## config.mk

```make
export PLATFORM = sky130hd
export DESIGN_NAME = sub_idle_ctrl
export DESIGN_NICKNAME = d
export VERILOG_FILES = /design/src/design/sub_idle_pkg.sv /design/src/design/wake_latency_counter.sv /design/src/design/sub_idle_ctrl.sv
export SDC_FILE = /design/constraint.sdc
export NUM_CORES = 1
export LEC_CHECK = 0
export ABC_AREA = 1
export BUFFER_PORTS_ARGS = -buffer_cell sky130_fd_sc_hd__clkbuf_2
export CORE_MARGIN = 8
export CORE_UTILIZATION = 49
export DETAILED_ROUTE_END_ITERATION = 6
export PLACE_DENSITY = 0.75
export SYNTH_ARGS = -nofsm -noshare
export SYNTH_HDL_FRONTEND = slang
export SYNTH_SLANG_ARGS = --single-unit
export TNS_END_PERCENT = 20
```

## constraint.sdc

```tcl
create_clock -name clk_sys_in -period 1.3 [get_ports clk_sys_in]
set_input_delay 0.195 -clock clk_sys_in [delete_from_list [all_inputs] [get_ports clk_sys_in]]
set_output_delay 0.195 -clock clk_sys_in [all_outputs]
set_load 0.05 [all_outputs]
```

## src/design/sub_idle_pkg.sv

```systemverilog
// sub-idle standby controller: shared constants, states and carriers
// assumes one system clock; register map is a plain 8-bit port
package sub_idle_pkg;

    localparam int unsigned ADDR_W = 8;
    localparam int unsigned DATA_W = 8;

    ////////////////////////////////////////////////////////////////////
    // register offsets
    localparam logic [7:0] OFS_POWER_SAVE_CONTROL = 8'h00;
    localparam logic [7:0] OFS_POWER_SAVE_MODE_SELECT = 8'h04;
    localparam logic [7:0] OFS_NOISE_FILTER_CONTROL = 8'h08;
    localparam logic [7:0] OFS_MULTIPLIER_CONTROL = 8'h0C;
    localparam logic [7:0] OFS_CLOCK_CONFIG = 8'h10;
    localparam logic [7:0] OFS_STATUS = 8'h14;

    ////////////////////////////////////////////////////////////////////
    // field positions
    localparam int BIT_NMI_WAKE_MASK_ZERO = 1;
    localparam int BIT_NMI_WAKE_MASK_ONE = 2;
    localparam int BIT_MASKABLE_WAKE_MASK = 4;
    localparam int BIT_STANDBY_STOP_TRIGGER = 7;
    localparam int BIT_NF_ENABLE = 7;
    localparam int NF_SEL_LSB = 0;
    localparam int NF_SEL_W = 3;
    localparam int BIT_MULTIPLIER_ENABLE = 0;
    localparam int BIT_MAIN_CLOCK_STOP = 0;
    localparam int BIT_SUBCLOCK_MODE = 1;
    localparam int BIT_WATCH_ON_SUBCLOCK = 2;
    localparam int BIT_WDT_ON_INTERNAL_OSC = 3;
    localparam int CSI_EXT_LSB = 4;
    localparam int BIT_UART0_EXT_BAUD = 7;
    localparam int BIT_ST_IDLE = 0;
    localparam int BIT_ST_WAKING = 1;
    localparam int BIT_ST_LAST_NMI = 2;
    localparam int BIT_ST_LAST_ACK = 3;

    ////////////////////////////////////////////////////////////////////
    // values and reset values
    localparam logic [1:0] MODE_SUB_IDLE = 2'h2;
    localparam logic [2:0] NF_SEL_SLOW_MIN = 3'h2;
    localparam logic [7:0] SAVE_CTL_RESET = 8'h00;
    localparam logic [1:0] MODE_RESET = 2'h0;
    localparam logic [7:0] FILT_CTL_RESET = 8'h00;
    localparam logic [7:0] MULT_RESET = 8'h00;
    localparam logic [7:0] CLKCFG_RESET = 8'h00;

    ////////////////////////////////////////////////////////////////////
    // timing
    localparam int unsigned WAKE_SUBCLK_CYCLES = 12;
    localparam int unsigned WAKE_TIME_US = 366;

    typedef enum logic [1:0] {ST_RUN, ST_IDLE, ST_WAKE} pm_state_t;

    typedef struct packed {
        logic cpu;
        logic dma;
        logic intc;
        logic timer_pq;
        logic watch;
        logic wdt;
        logic [2:0] csi;
        logic [3:0] uart;
        logic adc_run;
        logic key_irq;
        logic port_hold;
        logic data_hold;
    } run_en_t;

endpackage

```

## src/design/wake_latency_counter.sv

```systemverilog
// wake latency counter: counts subclock rising edges after a start pulse
// assumes subclk_in is an asynchronous pin, slower than the system clock
module wake_latency_counter #(
    parameter int unsigned CYCLES = 12
) (
    input wire logic clk_sys_in, // system clock
    input wire logic rst_b_in, // async reset, active low
    input wire logic subclk_in, // subclock pin
    input wire logic start_in, // begin a wait, ignored while busy
    output logic busy_out, // wait in progress
    output logic done_out // one-cycle pulse at expiry
);
    localparam int CNT_W = $clog2(CYCLES + 1);
    localparam logic [CNT_W-1:0] CNT_LAST = CNT_W'(CYCLES - 1);

    if (CYCLES < 1 || CYCLES > 255) begin : g_bad_cycles
        $error("wake_latency_counter: CYCLES out of range");
    end

    logic sub_s1_q, sub_s2_q, sub_s3_q;
    logic busy_q, done_q;
    logic [CNT_W-1:0] cnt_q;
    logic [CNT_W-1:0] seen_q;
    logic edge_w;

    always_ff @(posedge clk_sys_in or negedge rst_b_in) begin
        if (!rst_b_in) begin
            sub_s1_q <= 1'b0;
            sub_s2_q <= 1'b0;
            sub_s3_q <= 1'b0;
        end else begin
            sub_s1_q <= subclk_in;
            sub_s2_q <= sub_s1_q;
            sub_s3_q <= sub_s2_q;
        end
    end

    assign edge_w = sub_s2_q & ~sub_s3_q;

    // counted on the subclock, so the latency is independent of fclk
    always_ff @(posedge clk_sys_in or negedge rst_b_in) begin
        if (!rst_b_in) begin
            busy_q <= 1'b0;
            done_q <= 1'b0;
            cnt_q <= '0;
        end else begin
            done_q <= 1'b0;
            if (!busy_q) begin
                busy_q <= start_in;
                cnt_q <= '0;
            end else if (edge_w) begin
                if (cnt_q == CNT_LAST) begin // RULE_03 RULE_24
                    busy_q <= 1'b0;
                    done_q <= 1'b1;
                end else begin
                    cnt_q <= cnt_q + 1'b1;
                end
            end
        end
    end

    assign busy_out = busy_q;
    assign done_out = done_q;

    // independent edge tally for the latency check
    always_ff @(posedge clk_sys_in or negedge rst_b_in) begin
        if (!rst_b_in) begin
            seen_q <= '0;
        end else if (!busy_q) begin
            seen_q <= '0;
        end else if (edge_w) begin
            seen_q <= seen_q + 1'b1;
        end
    end

    chk_latency_exact: assert property ( // RULE_03
        @(posedge clk_sys_in) disable iff (!rst_b_in)
        done_q |-> $past(seen_q) == CNT_W'(CYCLES - 1) && !busy_q)
        else $error("wake released after wrong subclock count");

endmodule

```

## src/design/sub_idle_ctrl.sv

```systemverilog
// sub-idle standby controller: entry, wake qualification, latency,
// peripheral run enables and wake resolution for the cpu
// assumes interrupt inputs come from logic on clk_sys_in
// Contract
// [RULE_01] NMI or unmasked maskable request wakes
// [RULE_02] masked requests never end sub-idle
// [RULE_03] exit completes twelve subclock cycles after request
// [RULE_04] slow-filtered pin three cannot wake
// [RULE_05] lower priority in service: wake, no ack
// [RULE_06] higher priority or NMI: wake and ack
// [RULE_07] NMI wake always branches to handler
// [RULE_08] maskable wake, interrupts off: next instruction
// [RULE_09] reset release equals ordinary reset
// [RULE_10] cpu, dma, intc halted; wake detect kept
// [RULE_11] timer groups P and Q stopped
// [RULE_12] watch timer runs only main-stopped on subclock
// [RULE_13] watchdog two runs only on internal oscillator
// [RULE_14] clocked serial runs only on external clock
// [RULE_15] async serial stops except channel zero external
// [RULE_16] adc frozen, result kept
// [RULE_17] port pins hold entry state
// [RULE_18] internal data preserved unchanged
// [RULE_19] software clears multiplier before main stop
// [RULE_20] key input interrupt stays operable
// [RULE_21] software enters via mode ten then stop
// [RULE_22] interrupt wake resumes subclock mode
// [RULE_23] pending unmasked request exits immediately
// [RULE_24] subclock counter times wake, opens cpu gate
module sub_idle_ctrl #(
    parameter int unsigned WAKE_CYCLES = sub_idle_pkg::WAKE_SUBCLK_CYCLES
) (
    input wire logic clk_sys_in, // system clock, 50 MHz
    input wire logic rst_b_in, // async reset, active low
    input wire logic [sub_idle_pkg::ADDR_W-1:0] reg_addr_in, // reg address
    input wire logic [sub_idle_pkg::DATA_W-1:0] reg_wdata_in, // write data
    input wire logic reg_wr_in, // write strobe
    input wire logic reg_rd_in, // read strobe
    output logic [sub_idle_pkg::DATA_W-1:0] reg_rdata_out, // read data
    input wire logic subclk_in, // subclock pin
    input wire logic [1:0] nmi_req_in, // non-maskable sources 0, 1
    input wire logic irq_req_in, // unmasked maskable request
    input wire logic irq_pin3_req_in, // external pin three request
    input wire logic in_service_in, // cpu inside a service routine
    input wire logic irq_higher_in, // request outranks one in service
    input wire logic global_irq_on_in, // interrupts globally enabled
    output sub_idle_pkg::run_en_t periph_run_out, // run enables
    output logic multiplier_run_out, // frequency multiplier runs
    output logic standby_out, // sub-idle or waking
    output logic wake_done_out, // pulse: cpu released
    output logic wake_ack_out, // pulse: request acknowledged
    output logic wake_branch_out, // pulse: branch to handler
    output logic wake_next_out // pulse: continue next instruction
);
    import sub_idle_pkg::*;

    if (WAKE_CYCLES < 1 || WAKE_CYCLES > 255) begin : g_bad_wake
        $error("sub_idle_ctrl: WAKE_CYCLES out of range");
    end

    ////////////////////////////////////////////////////////////////////
    // registers

    logic [7:0] pwr_ctl_q;
    logic [1:0] mode_q;
    logic [7:0] filt_ctl_q;
    logic [7:0] mult_q;
    logic [7:0] clkcfg_q;
    logic [7:0] rdata_q;
    logic [7:0] status_w, rdata_d;
    logic wr_ctl_w, enter_req_w;

    assign wr_ctl_w = reg_wr_in && reg_addr_in == OFS_POWER_SAVE_CONTROL;
    assign enter_req_w = wr_ctl_w && reg_wdata_in[BIT_STANDBY_STOP_TRIGGER]
        && mode_q == MODE_SUB_IDLE // RULE_21
        && clkcfg_q[BIT_SUBCLOCK_MODE];

    // reset puts every register back at its power-on value
    always_ff @(posedge clk_sys_in or negedge rst_b_in) begin
        if (!rst_b_in) begin // RULE_09
            pwr_ctl_q <= SAVE_CTL_RESET;
            mode_q <= MODE_RESET;
            filt_ctl_q <= FILT_CTL_RESET;
            mult_q <= MULT_RESET;
            clkcfg_q <= CLKCFG_RESET;
        end else if (reg_wr_in) begin
            unique case (reg_addr_in)
                OFS_POWER_SAVE_CONTROL: begin
                    // stop trigger self clears; every other bit is stored as written
                    pwr_ctl_q <= reg_wdata_in &
                        ~(8'h01 << BIT_STANDBY_STOP_TRIGGER);
                end
                OFS_POWER_SAVE_MODE_SELECT: mode_q <= reg_wdata_in[1:0];
                OFS_NOISE_FILTER_CONTROL: filt_ctl_q <= reg_wdata_in;
                OFS_MULTIPLIER_CONTROL: mult_q <= reg_wdata_in;
                OFS_CLOCK_CONFIG: clkcfg_q <= reg_wdata_in;
                default: ;
            endcase
        end
    end

    ////////////////////////////////////////////////////////////////////
    // wake qualification

    logic nmi_wake_w, pin3_blocked_w, mask_wake_w, wake_req_w;

    assign nmi_wake_w =
        (nmi_req_in[0] && !pwr_ctl_q[BIT_NMI_WAKE_MASK_ZERO]) || // RULE_02
        (nmi_req_in[1] && !pwr_ctl_q[BIT_NMI_WAKE_MASK_ONE]);
    // slow sampling clocks do not run in sub-idle, so the filter
    // output never changes and the pin cannot wake the device
    assign pin3_blocked_w = filt_ctl_q[BIT_NF_ENABLE] &&
        filt_ctl_q[NF_SEL_LSB +: NF_SEL_W] >= NF_SEL_SLOW_MIN; // RULE_04
    assign mask_wake_w = !pwr_ctl_q[BIT_MASKABLE_WAKE_MASK] && // RULE_02
        (irq_req_in || (irq_pin3_req_in && !pin3_blocked_w));
    // priority plays no part in waking
    assign wake_req_w = nmi_wake_w || mask_wake_w; // RULE_01

    ////////////////////////////////////////////////////////////////////
    // standby state machine

    pm_state_t state_q;
    logic wake_nmi_q;
    logic cnt_start_w;
    logic cnt_done_w;
    logic resolve_w;

    assign cnt_start_w = state_q == ST_IDLE && wake_req_w;

    always_ff @(posedge clk_sys_in or negedge rst_b_in) begin
        if (!rst_b_in) begin
            state_q <= ST_RUN;
        end else begin
            unique case (state_q)
                ST_RUN: begin
                    // a pending request cancels entry at once
                    if (enter_req_w && !wake_req_w) begin // RULE_23
                        state_q <= ST_IDLE;
                    end
                end
                ST_IDLE: begin
                    if (wake_req_w) begin // RULE_01
                        state_q <= ST_WAKE;
                    end
                end
                ST_WAKE: begin
                    if (cnt_done_w) begin // RULE_22 RULE_24
                        state_q <= ST_RUN;
                    end
                end
            endcase
        end
    end

    // remembers whether a non-maskable source caused the wake
    always_ff @(posedge clk_sys_in or negedge rst_b_in) begin
        if (!rst_b_in) begin
            wake_nmi_q <= 1'b0;
        end else if (cnt_start_w) begin
            wake_nmi_q <= nmi_wake_w;
        end else if (state_q == ST_RUN && enter_req_w && wake_req_w) begin
            wake_nmi_q <= nmi_wake_w;
        end
    end

    wake_latency_counter #(
        .CYCLES(WAKE_CYCLES)
    ) u_latency (
        .clk_sys_in(clk_sys_in),
        .rst_b_in(rst_b_in),
        .subclk_in(subclk_in),
        .start_in(cnt_start_w),
        .busy_out(),
        .done_out(cnt_done_w)
    );

    ////////////////////////////////////////////////////////////////////
    // wake resolution towards the cpu

    logic ack_d, branch_d;
    logic done_q, ack_q, branch_q, next_q;
    logic last_ack_q;
    logic imm_nmi_w;

    assign imm_nmi_w = enter_req_w && state_q == ST_RUN && nmi_wake_w;
    assign resolve_w = (state_q == ST_WAKE && cnt_done_w) ||
        (state_q == ST_RUN && enter_req_w && wake_req_w);

    always_comb begin
        ack_d = 1'b0;
        branch_d = 1'b0;
        if (wake_nmi_q && state_q == ST_WAKE || imm_nmi_w) begin
            ack_d = 1'b1; // RULE_06
            branch_d = 1'b1; // RULE_07
        end else if (global_irq_on_in) begin
            // a lower level request stays pending in the controller
            ack_d = !in_service_in || irq_higher_in; // RULE_05 RULE_06
            branch_d = ack_d;
        end
        // with interrupts off a maskable wake always runs the next instruction
    end

    always_ff @(posedge clk_sys_in or negedge rst_b_in) begin
        if (!rst_b_in) begin
            done_q <= 1'b0;
            ack_q <= 1'b0;
            branch_q <= 1'b0;
            next_q <= 1'b0;
            last_ack_q <= 1'b0;
        end else begin
            done_q <= resolve_w;
            ack_q <= resolve_w && ack_d;
            branch_q <= resolve_w && branch_d;
            next_q <= resolve_w && !branch_d; // RULE_08
            if (resolve_w) begin
                last_ack_q <= ack_d;
            end
        end
    end

    assign wake_done_out = done_q;
    assign wake_ack_out = ack_q;
    assign wake_branch_out = branch_q;
    assign wake_next_out = next_q;

    ////////////////////////////////////////////////////////////////////
    // run enables for the rest of the chip

    logic idle_w;
    logic main_stop_w;
    run_en_t run_d;
    run_en_t run_q;
    logic mult_run_q;

    assign idle_w = state_q != ST_RUN;
    assign main_stop_w = clkcfg_q[BIT_MAIN_CLOCK_STOP];

    always_comb begin
        run_d.cpu = !idle_w; // RULE_10
        run_d.dma = !idle_w; // RULE_10
        run_d.intc = !idle_w; // RULE_10
        run_d.timer_pq = !idle_w; // RULE_11
        run_d.watch = !idle_w ||
            (main_stop_w && clkcfg_q[BIT_WATCH_ON_SUBCLOCK]); // RULE_12
        run_d.wdt = !idle_w || clkcfg_q[BIT_WDT_ON_INTERNAL_OSC]; // RULE_13
        run_d.csi = {3{!idle_w}} |
            clkcfg_q[CSI_EXT_LSB +: 3]; // RULE_14
        run_d.uart = {{3{!idle_w}},
            !idle_w || clkcfg_q[BIT_UART0_EXT_BAUD]}; // RULE_15
        run_d.adc_run = !idle_w; // RULE_16
        run_d.key_irq = 1'b1; // RULE_20
        run_d.port_hold = idle_w; // RULE_17
        run_d.data_hold = idle_w; // RULE_18
    end

    // registered so that no gate enable glitches while decoding
    always_ff @(posedge clk_sys_in or negedge rst_b_in) begin
        if (!rst_b_in) begin
            run_q <= '0;
            mult_run_q <= 1'b0;
        end else begin
            run_q <= run_d;
            // forced off by main clock stop, whatever software leaves in the enable
            mult_run_q <= mult_q[BIT_MULTIPLIER_ENABLE] &&
                !main_stop_w; // RULE_19
        end
    end

    assign periph_run_out = run_q;
    assign multiplier_run_out = mult_run_q;
    assign standby_out = idle_w;

    ////////////////////////////////////////////////////////////////////
    // register read port

    always_comb begin
        status_w = 8'h00;
        status_w[BIT_ST_IDLE] = state_q == ST_IDLE;
        status_w[BIT_ST_WAKING] = state_q == ST_WAKE;
        status_w[BIT_ST_LAST_NMI] = wake_nmi_q;
        status_w[BIT_ST_LAST_ACK] = last_ack_q;
        rdata_d = 8'h00;
        if (reg_rd_in) begin
            unique case (reg_addr_in)
                OFS_POWER_SAVE_CONTROL: rdata_d = pwr_ctl_q;
                OFS_POWER_SAVE_MODE_SELECT: rdata_d = {6'h00, mode_q};
                OFS_NOISE_FILTER_CONTROL: rdata_d = filt_ctl_q;
                OFS_MULTIPLIER_CONTROL: rdata_d = mult_q;
                OFS_CLOCK_CONFIG: rdata_d = clkcfg_q;
                OFS_STATUS: rdata_d = status_w;
                default: rdata_d = 8'h00;
            endcase
        end
    end

    always_ff @(posedge clk_sys_in or negedge rst_b_in) begin
        if (!rst_b_in) begin
            rdata_q <= 8'h00;
        end else begin
            rdata_q <= rdata_d;
        end
    end

    assign reg_rdata_out = rdata_q;

    ////////////////////////////////////////////////////////////////////
    // checks

    chk_nmi_wakes_idle: assert property ( // RULE_01
        @(posedge clk_sys_in) disable iff (!rst_b_in)
        state_q == ST_IDLE && nmi_wake_w |=> state_q == ST_WAKE)
        else $error("unmasked nmi did not start wake");

    chk_masked_no_wake: assert property ( // RULE_02
        @(posedge clk_sys_in) disable iff (!rst_b_in)
        state_q == ST_IDLE && pwr_ctl_q[BIT_MASKABLE_WAKE_MASK] &&
        pwr_ctl_q[BIT_NMI_WAKE_MASK_ZERO] && pwr_ctl_q[BIT_NMI_WAKE_MASK_ONE]
        |=> state_q == ST_IDLE)
        else $error("masked request left sub-idle");

    chk_pin3_filtered: assert property ( // RULE_04
        @(posedge clk_sys_in) disable iff (!rst_b_in)
        state_q == ST_IDLE && pin3_blocked_w && !irq_req_in &&
        !nmi_wake_w |=> state_q == ST_IDLE)
        else $error("filtered pin three woke the device");

    chk_low_pri_pending: assert property ( // RULE_05
        @(posedge clk_sys_in) disable iff (!rst_b_in)
        resolve_w && !wake_nmi_q && !imm_nmi_w && in_service_in &&
        !irq_higher_in |=> wake_done_out && !wake_ack_out)
        else $error("lower priority request was acknowledged");

    chk_nmi_branch: assert property ( // RULE_07
        @(posedge clk_sys_in) disable iff (!rst_b_in)
        state_q == ST_WAKE && cnt_done_w && wake_nmi_q
        |=> wake_ack_out && wake_branch_out && !wake_next_out)
        else $error("nmi wake did not branch");

    chk_di_next: assert property ( // RULE_08
        @(posedge clk_sys_in) disable iff (!rst_b_in)
        state_q == ST_WAKE && cnt_done_w && !wake_nmi_q &&
        !global_irq_on_in |=> wake_next_out && !wake_branch_out)
        else $error("maskable wake with interrupts off branched");

    chk_cpu_halted: assert property ( // RULE_10
        @(posedge clk_sys_in) disable iff (!rst_b_in)
        state_q == ST_IDLE ##1 state_q == ST_IDLE
        |-> !periph_run_out.cpu && !periph_run_out.dma)
        else $error("cpu or dma running in sub-idle");

    chk_timer_pq_stop: assert property ( // RULE_11
        @(posedge clk_sys_in) disable iff (!rst_b_in)
        idle_w |=> !periph_run_out.timer_pq)
        else $error("timer groups ran in sub-idle");

    chk_watch_gate: assert property ( // RULE_12
        @(posedge clk_sys_in) disable iff (!rst_b_in)
        idle_w && !main_stop_w |=> !periph_run_out.watch)
        else $error("watch timer ran with main clock on");

    chk_port_hold: assert property ( // RULE_17
        @(posedge clk_sys_in) disable iff (!rst_b_in)
        $rose(idle_w) |=> periph_run_out.port_hold [*2])
        else $error("ports not held in sub-idle");

    chk_stay_subclock: assert property ( // RULE_22
        @(posedge clk_sys_in) disable iff (!rst_b_in)
        state_q == ST_WAKE && cnt_done_w && !reg_wr_in
        |=> clkcfg_q[BIT_SUBCLOCK_MODE] && state_q == ST_RUN)
        else $error("wake left subclock mode");

    chk_pending_exit: assert property ( // RULE_23
        @(posedge clk_sys_in) disable iff (!rst_b_in)
        state_q == ST_RUN && enter_req_w && wake_req_w
        |=> state_q == ST_RUN && wake_done_out)
        else $error("pending request did not cancel entry");

endmodule

```

==> run_results.csv <==
group,metric,value,unit
status,status,"finished, violations left",
status,violated_checks,"setup timing",
yosys,synth_warnings,0,
floorplan,ioPinCount,59,
cells_and_area,seqCellArea,1680,um2
sta,max_clock_freq,0.679,GHz
clock_network,tritoncts,"built",
place,post_detail_place_hpwl,5.10,mm
cells_and_area,post-route-cell-area,3920,um2
power_and_ir_drop,clock_power_share,0.244,
critical_path,worst_setup_path_end_kind,"primary output",
drt,via_count,2446,
global_routing,first_pass_grt_wire_length,11.6,mm
cells_and_area,share_of_final_layout_standard_cells_stronger_than_drive_strength_1,0.379,
power_and_ir_drop,p_leak,2.04,nW
drt,detail-route-antenna-nets,0,
clock_network,clock_insertion_delay_worst_skew,340,ps
power_and_ir_drop,power.internal,4.34,mW
floorplan,rows,28,
worst_hold_path,hold_path_depth,3,
sta,hold_viol,0,
yosys,synth_cells,329,
floorplan,core_area,5990,um2
yosys,synth_area,3060,um2
clock_network,clock_pin_slew_on_the_worst_setup_and_hold_paths,70,ps
cells_and_area,fin_util,0.654,
clock_network,cts_made_buffers,9,
critical_path,crit_family,"flip-flops",
drt,post_drt_wl_per_cell,14.6,um
global_routing,grt_start_max_net_pins,68,
critical_path,cp_data_required_time,1110,ps
cells_and_area,final_cells,492,
sta,clock_skew,4.97,ps
critical_path,worstPathArrival,1280,ps
sta,grt_setup_unrepaired,"true",
sta,period_needed,1470,ps
global_routing,gr-total-overflow,0,
critical_path,ff2ff_setup_slack,-70,ps
critical_path,cp.buffers_inverters,3,
drt,detail_route.first_pass.iterations,4,
clock_network,clock_path_buffers,2,
power_and_ir_drop,comb_power_share,0.394,
critical_path,criticalPathCategory,"flop to primary output",
cells_and_area,area.growth.synth_to_final,28.2,%
sta,finalWorstSetupSlack,-173,ps
sta,report.final.setup_viol,5,
place,post_dp_cell_area,3530,um2
global_routing,grt_antenna_before_repair,0,
clock_network,h-tree-depth,3,
worst_hold_path,hold_path.class,"input port to flop",
place,number_of_buffers_inserted_by_port_buffering,58,
global_routing,globalRouteTotalUtil,0.169,
critical_path,critical_path.startpoint_type,"flop",
cells_and_area,diodes_inserted,0,
power_and_ir_drop,total_power,7.11,mW
floorplan,dieWidth,95.0,um
sta,timing_max_transition_violations_final,0,
critical_path,critical_path.reg2reg.startpoint,"state_q[0]$_DFFE_PN0P_",
yosys,synth_nets,361,
clock_network,cts.root.buffer_cell,"clkbuf_8",
power_and_ir_drop,net-switching-power,2.76,mW
power_and_ir_drop,sw_frac,0.389,
critical_path,slowest_delay,400,ps
place,post-place-ws,-97.9,ps
clock_network,clkSinkCount,67,
place,gpl_wtd_cong,0.852,
drt,dr.first_iter.drc_count,116,
yosys,register_area_share_after_synthesis,0.548,
drt,drcViolationCount,0,
power_and_ir_drop,highest_ir_drop_seen_on_vdd,1710,uV
global_routing,number_of_global_route_vias_before_repair,2446,
critical_path,path_cells,"inv_2 > ha_4 > clkinvlp_4 > clkbuf_16",
yosys,synthDistinctLibCells,30,
place,placedCellCount,468,
power_and_ir_drop,seq_power_share,0.362,
worst_hold_path,worst_hold_path.endpoint,"reg_rdata_out[7]$_DFF_PN0_",
critical_path,critical_path_peak_fanout,2,
flow_run,maxCapViolations,0,
yosys,yosys_register_bits,67,
critical_path,regToRegEndpoint,"last_ack_q$_DFFE_PN0P_",
floorplan,floorplan.initialDensity,0.510,
floorplan,die_area,9020,um2
cells_and_area,multi_input_area,1220,um2
yosys,syn_avg_cell_area,9.29,um2
critical_path,worst-r2r-cell-count,9,
floorplan,die_h,95.0,um
drt,wirelength,7.18,mm
worst_hold_path,holdCritStartpoint,"reg_rd_in",
sta,fraction_of_the_cycle_the_final_worst_path_needs,1.13,
critical_path,worst_path_max_delay_cell,"dfrtp_1",
power_and_ir_drop,p_per_area,1810,nW/um2
drt,via_per_inst,4.97,
cells_and_area,final_net_count,445,
cells_and_area,n_fill_cell,486,
## flip-flops by register name, summed over array words and instances (netlist names)
name / cells
u_latency.sub_s1_q: 1
last_ack_q: 1
u_latency.sub_s3_q: 1
wake_done_out: 1
multiplier_run_out: 1
wake_next_out: 1
wake_nmi_q: 1
u_latency.sub_s2_q: 1
pwr_ctl_q: 7
wake_branch_out: 1
filt_ctl_q: 8
periph_run_out: 9
clkcfg_q: 8
u_latency.cnt_q: 4
mode_q: 2
reg_rdata_out: 8
mult_q: 8
state_q: 2
u_latency.done_out: 1
u_latency.busy_out: 1
## layout by cell type, fill, tap and decap left out, types with 3 or more instances in the layout
cell and instances:
clkbuf_2 48, a41oi_1 3, nand3_2 3, clkbuf_8 11, nand2_4 4, o21ai_0 17, nand2_2 8, inv_1 33
nor2_2 5, nand3_1 12, or2_2 3, o21ai_1 11, o21ai_2 17, nor2_4 3, clkbuf_4 7, buf_4 23
nand2_1 93, dfrtp_1 66, a21oi_1 5, buf_12 3, nor2_1 9, inv_2 5
## power by group through the flow
stage	Sequential, mW	Clock (mW)	Combinational (mW)
final	2.58	1.73	2.80
after floorplan	3.05	0	1.39
after global routing	2.61	1.86	2.97
after CTS	2.56	1.77	2.68
after global placement	2.59	0	2.33
after detailed placement	2.61	0	2.37
## synth_stat cells
cell type,number,area [um2]
nand2_1,96,360
dfrtp_1,67,1680
inv_1,37,139
o21ai_0,19,95.1
o21ai_2,17,149
nand3_1,14,70.1
nor2_1,11,41.3
o21ai_1,10,50.1
buf_4,9,67.6
a21oi_1,5,25.0
nand2_2,5,31.3
ha_1,4,50.1
nand2_4,4,45.0
or2_2,4,25.0
a41oi_1,3,26.3
buf_6,3,33.8
nor2_2,3,18.8
nor2_4,3,33.8
inv_2,2,7.51
nor3_1,2,10.0
o21a_1,2,15.0
a31oi_1,1,6.26
buf_2,1,5.00
conb_1,1,3.75
nand3_2,1,10.0
nand3_4,1,17.5
nand4_1,1,6.26
nor2_8,1,20.0
nor4_2,1,12.5
o22ai_1,1,6.26
## how the worst max path moves through the flow
stage / start / end / depth (start not counted)
4_1_cts: state_q[0]$_DFFE_PN0P_ / standby_out / 4
2_1_floorplan: state_q[1]$_DFFE_PN0P_ / wake_nmi_q$_DFFE_PN0P_ / 7
3_5_place_dp: reg_addr_in[1] / state_q[1]$_DFFE_PN0P_ / 9
6_report: state_q[0]$_DFFE_PN0P_ / standby_out / 4
5_1_grt: state_q[0]$_DFFE_PN0P_ / standby_out / 4
3_3_place_gp: reg_addr_in[1] / state_q[0]$_DFFE_PN0P_ / 9
## cell families (layout without fill, tap and decap cells)
family	Yosys count	in the layout	share of synthesized area
fa+ha+maj	4	4	0.0164
compound gates	58	58	0.122
flops	67	67	0.548
buf+inv	52	140	0.0826
other cells	1	1	0.00123
simple gates	147	147	0.230
## per-stage QoR
step | hold WS (ps) | TNS, ps
global route | 129 | -997
finish | 133 | -390
CTS | 124 | -297
detailed placement | 243 | -994
floorplan | -101 | -427
global placement | 240 | -40.3
## repair_timing
action                                  CTS  global route
setup buffers                             5             2
endpoints found under the setup margin   16            26
hold buffers                              2             0
pin swaps                                 1             3
hold endpoints to repair                 68             0
gates resized for setup                  17            17
## layout make-up
type	instances	area share
timing repair buffer	86	0.150
clock buffer	13	0.0405
sequential	67	0.428
clock inverter	2	0.00894
inverter	39	0.0383
multi-input combinational	210	0.310
tap	75	0.0239
## worst register-to-register path, delay by kind of cell (launching register included)
family / cells / cell delay (ps)
simple gates: 5 / 400
fa+ha+maj: 1 / 160
buf+inv: 3 / 360
flops: 1 / 400
## routing by layer
layer | GRT usage | vias to the layer above | wire (um)
li1 | - | 1203 | -
met4 | 0.0754 | 0 | 106
met1 | 0.206 | 1169 | 3110
met2 | 0.279 | 65 | 3560
met5 | 0 | - | 0
met3 | 0.0389 | 9 | 403
Power figures use the tool's default switching activity.
